--- config.mk ---
export PLATFORM = sky130hd
export DESIGN_NAME = cem_irq_mask
export DESIGN_NICKNAME = d
export VERILOG_FILES = /design/src/hdl/cem_pkg.sv /design/src/hdl/cem_mask_if.sv /design/src/hdl/cem_mask_regs.sv /design/src/hdl/cem_irq_mask.sv
export SDC_FILE = /design/constraint.sdc
export NUM_CORES = 1
export LEC_CHECK = 0
export BUFFER_PORTS_ARGS = -buffer_cell sky130_fd_sc_hd__buf_4
export CORE_MARGIN = 1
export CORE_UTILIZATION = 35
export DETAILED_ROUTE_END_ITERATION = 10
export PLACE_DENSITY = 0.56
export SLEW_MARGIN = 10
export SYNTH_ARGS = -nofsm -noshare
export SYNTH_HDL_FRONTEND = slang
export SYNTH_HIERARCHICAL = 1
export SYNTH_SLANG_ARGS = --single-unit
export TNS_END_PERCENT = 1
--- constraint.sdc ---
create_clock -name clk_i -period 1.78 [get_ports clk_i]
set_clock_uncertainty 0.2 [all_clocks]
set_input_delay 0.356 -clock clk_i [delete_from_list [all_inputs] [get_ports clk_i]]
set_output_delay 0.356 -clock clk_i [all_outputs]
set_load 0.01 [all_outputs]
--- src/hdl/cem_pkg.sv ---
package cem_pkg;

	// register offsets on the serial register port
	localparam logic [7:0] CEM_OFF_TIMER_MASK = 8'h2A;
	localparam logic [7:0] CEM_OFF_TEMP_MASK  = 8'h2B;
	localparam logic [7:0] CEM_OFF_FAULT_MASK = 8'h2C;

	// reset values
	localparam logic [7:0] CEM_RST_MASK = 8'h00;

	// writable bits of each register; the rest read as zero
	localparam logic [7:0] CEM_WMASK_TIMER = 8'h7F;
	localparam logic [7:0] CEM_WMASK_TEMP  = 8'h1F;
	localparam logic [7:0] CEM_WMASK_FAULT = 8'hFF;
	// temperature-zone bits also cleared on watchdog expiry
	localparam logic [7:0] CEM_TEMP_WD_BITS = 8'h0F;

	// charge/timer register fields
	localparam int CEM_BIT_LINE_DETECT = 6;
	localparam int CEM_BIT_CONV_DONE   = 5;
	localparam int CEM_BIT_MIN_SYS     = 4;
	localparam int CEM_BIT_FAST_TMR    = 3;
	localparam int CEM_BIT_TRICKLE_TMR = 2;
	localparam int CEM_BIT_PRE_TMR     = 1;
	localparam int CEM_BIT_TOPOFF_TMR  = 0;

	// temperature register fields
	localparam int CEM_BIT_COLD = 3;
	localparam int CEM_BIT_COOL = 2;
	localparam int CEM_BIT_WARM = 1;
	localparam int CEM_BIT_HOT  = 0;

	// fault register fields
	localparam int CEM_BIT_BAT_CUR_REG = 7;
	localparam int CEM_BIT_BUS_OVP     = 6;
	localparam int CEM_BIT_BAT_OVP     = 5;
	localparam int CEM_BIT_IN_OCP      = 4;
	localparam int CEM_BIT_BAT_OCP     = 3;
	localparam int CEM_BIT_CONV_OCP    = 2;
	localparam int CEM_BIT_ADP_B_OVP   = 1;
	localparam int CEM_BIT_ADP_A_OVP   = 0;

	// event vector: [6:0] timer/charge, [10:7] temperature, [18:11] fault
	localparam int CEM_NUM_EVENTS = 19;
	localparam int CEM_EV_TEMP_LSB  = 7;
	localparam int CEM_EV_FAULT_LSB = 11;

	// interrupt pulse width in clock cycles
	localparam logic [3:0] CEM_IRQ_PULSE_CYCLES = 4'h1;

endpackage

--- src/hdl/cem_mask_if.sv ---
interface cem_mask_if;
	logic [7:0] timer_mask;
	logic [7:0] temp_mask;
	logic [7:0] fault_mask;
	logic       wr_en;
	logic [7:0] wr_addr;
	logic [7:0] wr_data;
	logic       reg_rst;
	logic       wd_expire;
	logic [7:0] rd_addr;
	logic [7:0] rd_data;

	modport regs (
		input  wr_en, wr_addr, wr_data, reg_rst, wd_expire, rd_addr,
		output timer_mask, temp_mask, fault_mask, rd_data
	);
	modport core (
		output wr_en, wr_addr, wr_data, reg_rst, wd_expire, rd_addr,
		input  timer_mask, temp_mask, fault_mask, rd_data
	);
endinterface

--- src/hdl/cem_mask_regs.sv ---
module cem_mask_regs
	import cem_pkg::*;
(
	// clock and reset
	input  wire logic clk_i,
	input  wire logic reset_i,
	// register port
	cem_mask_if.regs  mif
);

	typedef struct packed {
		logic [7:0] timer_mask;
		logic [7:0] temp_mask;
		logic [7:0] fault_mask;
		logic [7:0] rd_data;
	} cem_regs_state_t;

	cem_regs_state_t state;
	cem_regs_state_t next_state;

	always_comb begin
		next_state = state;
		if (mif.wr_en) begin
			if (mif.wr_addr == CEM_OFF_TIMER_MASK) begin
				next_state.timer_mask = mif.wr_data & CEM_WMASK_TIMER;
			end else if (mif.wr_addr == CEM_OFF_TEMP_MASK) begin
				next_state.temp_mask = mif.wr_data & CEM_WMASK_TEMP;
			end else if (mif.wr_addr == CEM_OFF_FAULT_MASK) begin
				next_state.fault_mask = mif.wr_data & CEM_WMASK_FAULT;
			end
		end
		// watchdog clears only the zone masks, after any same-cycle write
		if (mif.wd_expire) begin
			next_state.temp_mask = next_state.temp_mask & ~CEM_TEMP_WD_BITS;
		end
		if (mif.reg_rst) begin
			next_state.timer_mask = CEM_RST_MASK;
			next_state.temp_mask  = CEM_RST_MASK;
			next_state.fault_mask = CEM_RST_MASK;
		end
		if (mif.rd_addr == CEM_OFF_TIMER_MASK) begin
			next_state.rd_data = state.timer_mask;
		end else if (mif.rd_addr == CEM_OFF_TEMP_MASK) begin
			next_state.rd_data = state.temp_mask;
		end else if (mif.rd_addr == CEM_OFF_FAULT_MASK) begin
			next_state.rd_data = state.fault_mask;
		end else begin
			next_state.rd_data = 8'h00;
		end
	end

	always_ff @(posedge clk_i) begin
		if (reset_i) begin
			state <= '0;
		end else begin
			state <= next_state;
		end
	end

	assign mif.timer_mask = state.timer_mask;
	assign mif.temp_mask  = state.temp_mask;
	assign mif.fault_mask = state.fault_mask;
	assign mif.rd_data    = state.rd_data;

endmodule

--- src/hdl/cem_irq_mask.sv ---
// Notes on behaviour
// - line detect done pulses unless bit 6 set
// - bit 5 gates single-shot conversion done
// - bit 4 gates both min-system transitions
// - bit 3 gates fast-charge timer expiry
// - bit 2 gates trickle timer expiry
// - bit 1 gates pre-charge timer expiry
// - bit 0 gates top-off timer expiry
// - temperature bit 3 gates cold crossing
// - temperature bit 2 gates cool crossing
// - temperature bit 1 gates warm crossing
// - temperature bit 0 gates hot crossing
// - zone masks clear on reset command, watchdog
// - fault bit 7 gates charge-current regulation transitions
// - fault bit 6 gates input bus overvoltage
// - fault bit 5 gates battery overvoltage
// - fault bit 4 gates input overcurrent
// - fault bit 3 gates battery overcurrent
// - fault bit 2 gates converter overcurrent
// - fault bit 1 gates adapter B overvoltage
// - fault bit 0 gates adapter A overvoltage
// - all masks zero at power-up, reset command
module cem_irq_mask
	import cem_pkg::*;
(
	// clock and reset
	input  wire logic        clk_i,
	input  wire logic        reset_i,
	// register port from the serial interface logic
	input  wire logic        reg_wr_i,
	input  wire logic [7:0]  reg_addr_i,
	input  wire logic [7:0]  reg_wdata_i,
	output logic      [7:0]  reg_rdata_o,
	input  wire logic        reg_rst_cmd_i,
	input  wire logic        watchdog_expire_i,
	// charger event pulses and status levels, same clock domain
	input  wire logic        line_detect_done_i,
	input  wire logic        conv_done_i,
	input  wire logic        conv_single_shot_i,
	input  wire logic        min_sys_reg_i,
	input  wire logic        fast_timer_expire_i,
	input  wire logic        trickle_timer_expire_i,
	input  wire logic        pre_timer_expire_i,
	input  wire logic        topoff_timer_expire_i,
	input  wire logic [3:0]  thermistor_cross_i,
	input  wire logic        bat_cur_reg_i,
	input  wire logic        bus_ovp_i,
	input  wire logic        bat_ovp_i,
	input  wire logic        in_ocp_i,
	input  wire logic        bat_ocp_i,
	input  wire logic        conv_ocp_i,
	input  wire logic        adp_b_ovp_i,
	input  wire logic        adp_a_ovp_i,
	// interrupt to host
	output logic             irq_pulse_o,
	output logic      [18:0] irq_cause_o
);

	cem_mask_if mif ();

	cem_mask_regs u_regs (
		.clk_i   (clk_i),
		.reset_i (reset_i),
		.mif     (mif)
	);

	assign mif.wr_en     = reg_wr_i;
	assign mif.wr_addr   = reg_addr_i;
	assign mif.wr_data   = reg_wdata_i;
	assign mif.reg_rst   = reg_rst_cmd_i;
	assign mif.wd_expire = watchdog_expire_i;
	assign mif.rd_addr   = reg_addr_i;
	assign reg_rdata_o   = mif.rd_data;

	typedef struct packed {
		logic        min_sys_q;
		logic        bat_cur_q;
		logic        bus_ovp_q;
		logic        bat_ovp_q;
		logic        adp_b_q;
		logic        adp_a_q;
		logic        irq;
		logic [18:0] cause;
	} cem_core_state_t;

	cem_core_state_t state;
	cem_core_state_t next_state;

	logic [CEM_NUM_EVENTS-1:0] event_vec;
	logic [CEM_NUM_EVENTS-1:0] mask_vec;
	logic [CEM_NUM_EVENTS-1:0] pass_vec;

	// level events become edge events; regulation ones fire on both edges
	always_comb begin
		event_vec = '0;
		event_vec[CEM_BIT_LINE_DETECT] = line_detect_done_i;
		event_vec[CEM_BIT_CONV_DONE]   = conv_done_i & conv_single_shot_i;
		event_vec[CEM_BIT_MIN_SYS]     = min_sys_reg_i ^ state.min_sys_q;
		event_vec[CEM_BIT_FAST_TMR]    = fast_timer_expire_i;
		event_vec[CEM_BIT_TRICKLE_TMR] = trickle_timer_expire_i;
		event_vec[CEM_BIT_PRE_TMR]     = pre_timer_expire_i;
		event_vec[CEM_BIT_TOPOFF_TMR]  = topoff_timer_expire_i;
		event_vec[CEM_EV_TEMP_LSB +: 4] = thermistor_cross_i;
		event_vec[CEM_EV_FAULT_LSB + CEM_BIT_BAT_CUR_REG] = bat_cur_reg_i ^ state.bat_cur_q;
		event_vec[CEM_EV_FAULT_LSB + CEM_BIT_BUS_OVP]   = bus_ovp_i & ~state.bus_ovp_q;
		event_vec[CEM_EV_FAULT_LSB + CEM_BIT_BAT_OVP]   = bat_ovp_i & ~state.bat_ovp_q;
		event_vec[CEM_EV_FAULT_LSB + CEM_BIT_IN_OCP]    = in_ocp_i;
		event_vec[CEM_EV_FAULT_LSB + CEM_BIT_BAT_OCP]   = bat_ocp_i;
		event_vec[CEM_EV_FAULT_LSB + CEM_BIT_CONV_OCP]  = conv_ocp_i;
		event_vec[CEM_EV_FAULT_LSB + CEM_BIT_ADP_B_OVP] = adp_b_ovp_i & ~state.adp_b_q;
		event_vec[CEM_EV_FAULT_LSB + CEM_BIT_ADP_A_OVP] = adp_a_ovp_i & ~state.adp_a_q;
	end

	assign mask_vec = {mif.fault_mask, mif.temp_mask[3:0], mif.timer_mask[6:0]};

	// masking stops both the pulse and the cause bit; event flags live elsewhere and are untouched
	genvar g;
	generate
		for (g = 0; g < CEM_NUM_EVENTS; g++) begin : g_gate
			assign pass_vec[g] = event_vec[g] & ~mask_vec[g];
		end
	endgenerate

	always_comb begin
		next_state           = state;
		next_state.min_sys_q = min_sys_reg_i;
		next_state.bat_cur_q = bat_cur_reg_i;
		next_state.bus_ovp_q = bus_ovp_i;
		next_state.bat_ovp_q = bat_ovp_i;
		next_state.adp_b_q   = adp_b_ovp_i;
		next_state.adp_a_q   = adp_a_ovp_i;
		// one-cycle pulse per cycle holding any unmasked event
		next_state.irq       = |pass_vec;
		next_state.cause     = pass_vec;
	end

	always_ff @(posedge clk_i) begin
		if (reset_i) begin
			state <= '0;
		end else begin
			state <= next_state;
		end
	end

	assign irq_pulse_o = state.irq;
	assign irq_cause_o = state.cause;

endmodule

# == After elaboration in Yosys (flattened, before gate mapping) ==
# Index checks and enable logic that the tools add are counted.
# word_totals
regBits,57
# classes
eq_ne,3
n_mux,8
n_bitwise,51
reduce_logical,7
# op_table
op,n
8-bit 2-to-1 mux,5
16-bit 2-to-1 mux,2
1-bit inverter,25
1-bit bitwise AND,24
8-bit by 6-bit equality test with 1-bit output (second input constant),3
19-bit OR reduction,1
7-bit 2-to-1 mux,1
4-bit AND reduction,1
2-bit OR reduction,2
3-bit AND reduction,1
3-bit OR reduction,1
2-bit AND reduction,1
1-bit bitwise XOR,2

# == Depth between registers and ports, before layout ==
# logic_depth
depth_word,5
ltp_mapped,5

# == Hierarchy ==
# Netlist, hierarchy kept.
# modules_own_cells
mod,instances,cells_per_inst,area_per_inst_um2
cem_mask_regs,1,140,1340.0
cem_irq_mask,1,104,969.7

# == Least setup slack after synthesis ==
# Ideal clock, no wire load.
# synth_path
path_kind,input-to-reg
start,in reg_addr_i[4]
end,reg u_regs.state (netlist bit u_regs/mif.temp_mask[0])
arrival_time_ps,1196
required_ps,1455
path_slack_ps,259
path_stages,3
n_path_buf,0
cell_sequence,or4bb_4 -> o31ai_1 -> a21oi_1
# synth_via
elab_chain_cells,3
# synth_lines
item,line,text
"start, declared",cem_irq_mask.sv:31,"input wire logic [7:0] reg_addr_i,"
8-bit by 6-bit equality test with 1-bit output,cem_mask_regs.sv:24,if (mif.wr_addr == CEM_OFF_TIMER_MASK) begin
1-bit inverter (no source line),n/a,
3-bit AND reduction (no source line) (*),n/a,
"end signal, assigned",cem_mask_regs.sv:56,state <= next_state;
"end, declared",cem_mask_regs.sv:18,cem_regs_state_t state;
# Every way passes the cells marked *; elsewhere a longest branch is shown, timed or not.
# A chain may end at the register's enable or synchronous reset.

# == Final worst setup path ==
# layout_path
start,in reg_addr_i[2]
end,reg u_regs.state (netlist bit u_regs/mif.temp_mask[0])
# The elaborated chain is that of the path after synthesis.

==> run metrics <==
status finished clean; met1 Use GR 21.46%; Hold Path Class primary input to register; Net Sw Power 0.5051 mW; detailed-route DRC error count 0; Worst-Margin Slew 0.4707 ns; global-route wire length before repair 8128 um; vias per cell 4.766; Synthesized Nets 280; Period Utilization, post-route 80.92%; CTS tree done; arrival time worst endpoint 1.43 ns; CP Cell Sequence buf_4 > or4bb_1 > o31ai_1 > a21oi_1; relative max-transition margin 68.48%; H-tree levels 2; CP bufs+invs 1; I/O pin count 69; via count 1773; Bufs on Longest Clock Path 2; Final Setup Violations 0; Peak supply drop 346.1 uV; Initial DRT Pass Iterations 4; PnR Total Power 2.189 mW; final antenna-violating net count 0; mapped cell area 2276 um2; cts repair resizes 0; crit-path leading delay family simple AND/OR/NAND/NOR gates; vias in the first global route 1662; Setup TNS 0 ns; filler instances 665; Iteration-0 DRC Markers 76; logic gate share of total power 11.4%; routed wire length 5271 um; met3 usage 3.187%; Skew-Pair Late Insertion Delay 0.30 ns; CP max stage delay 0.58 ns; Area Overhead vs Synth 24.30%; wire per inst 14.17 um; Pleak 1.201 nW; slowest CP cell or4bb_1; Util after Layout 44.81%; RSZ-0062 raised after global routing no; CTS Buf Count 5; type of origin of the critical path primary input; Placer Congestion 0.8449; Critical Path RT 1.77 ns; Worst setup EP type register; Overflow after GRT 0; hold buffers post-CTS 0; busiest layer in global routing met2; Mean Syn Cell Area 9.523 um2; Clock Sinks 54; GRT Total Usage 16.20%; hpwl dp 4068 um; Max FO, Critical Path 7; Setup Buffers After CTS 0; Clock transition at path regs 0.09 ns; Sw Share 23.08%; CTS root buf clkbuf_8; sequential cell fraction of total power 57.0%; layout cells sized above 1 30.51%; Peak Freq 0.6943 GHz; M2 GR Usage 26.56%; ant diodes 0; FP Rows 29; cell-internal power 1.683 mW; PortBufs 68; pwr dens 773.6 nW/um2; initial antenna violation count 0; Clock Power Share 31.6%; largest net degree at the start of global routing 27; Die Height 82.64 um; Gate Count Post-Synth 239; Max-cap violations 0; Yosys warnings 6; Fin. Hold Viols 0; initial core utilization 36.05%; Worst Setup Path Type primary input to register; die width 82.64 um; post-layout min period 1.440 ns; die area 6829 um2; final net count 335; Slew Viols, Final 0; total core area 6314 um2
## placed cells by master, fill, tap and decap left out, types with 2 or more instances in the layout
cell / n
buf_4: 74
dfxtp_1: 54
nand2_1: 30
nor2_1: 23
mux2i_1: 16
nand2b_1: 14
nand3_1: 11
nor2b_1: 8
nand4_1: 7
clkbuf_8: 6
inv_1: 6
nor3_1: 4
a221oi_1: 4
o31ai_1: 4
a21oi_1: 4
a22oi_1: 3
or2b_1: 3
xnor2_1: 2
and4bb_1: 2
nor4b_1: 2
## registers in the layout (all words and copies together), names as in the netlist
| name | count |
|---|---|
| state | 6 |
| u_regs/mif.timer_mask | 7 |
| u_regs/mif.temp_mask | 5 |
| u_regs/mif.fault_mask | 8 |
| irq_cause_o | 19 |
| u_regs/mif.rd_data | 8 |
| irq_pulse_o | 1 |
## routing by layer
layer | vias up | routed length, um
met5 | - | 0
met4 | 0 | 49
met3 | 5 | 287
met2 | 52 | 2465
met1 | 811 | 2469
li1 | 905 | -
## through the flow
stage	area, um2	setup WS, ns	instances	hold WS (ns)
floorplan	2276	0.2588	239	0.2276
global placement	2734	0.02733	364	0.2416
detailed placement	2734	0.04056	364	0.2486
CTS	2829	0.3389	372	0.07594
global route	2829	0.2749	372	0.08833
finish	2829	0.3397	372	0.08822
## layout make-up
class	instances	area, um2	share of cell area (%)
clock buffer	6	82.58	2.919
clock inverter	2	12.51	0.4423
inverter	6	22.52	0.7961
multi-input combinational	153	978.4	34.59
sequential	54	1081	38.21
tap	77	96.34	3.406
timing repair buffer	74	555.5	19.64
## worst register-to-register path: stages (launching register included)
cell and delay (ns):
dfxtp_1 0.41, nand2b_1 0.15, nand4_1 0.10, nor3_1 0.21, a41oi_1 0.14
## power by group through the flow
| stage | Clock (mW) | Combinational [mW] | Sequential, mW |
|---|---|---|---|
| after floorplan | 0 | 0.132 | 1.28 |
| after global placement | 0 | 0.251 | 1.28 |
| after detailed placement | 0 | 0.251 | 1.28 |
| after CTS | 0.724 | 0.251 | 1.25 |
| after global routing | 0.761 | 0.275 | 1.25 |
| final | 0.692 | 0.249 | 1.25 |
## worst paths after layout
kind                                 from                 endpoint  slack (ns)  cells after the start
setup / recovery            reg_addr_i[2]  u_regs/mif.temp_mask[0]        0.34                      4
hold / removal                adp_b_ovp_i          irq_cause_o[12]        0.09                      3
setup reg to reg  u_regs/mif.temp_mask[0]              irq_pulse_o        0.46                      4
hold reg to reg   u_regs/mif.temp_mask[4]  u_regs/mif.temp_mask[4]        0.26                      2
Power figures use the tool's default switching activity.
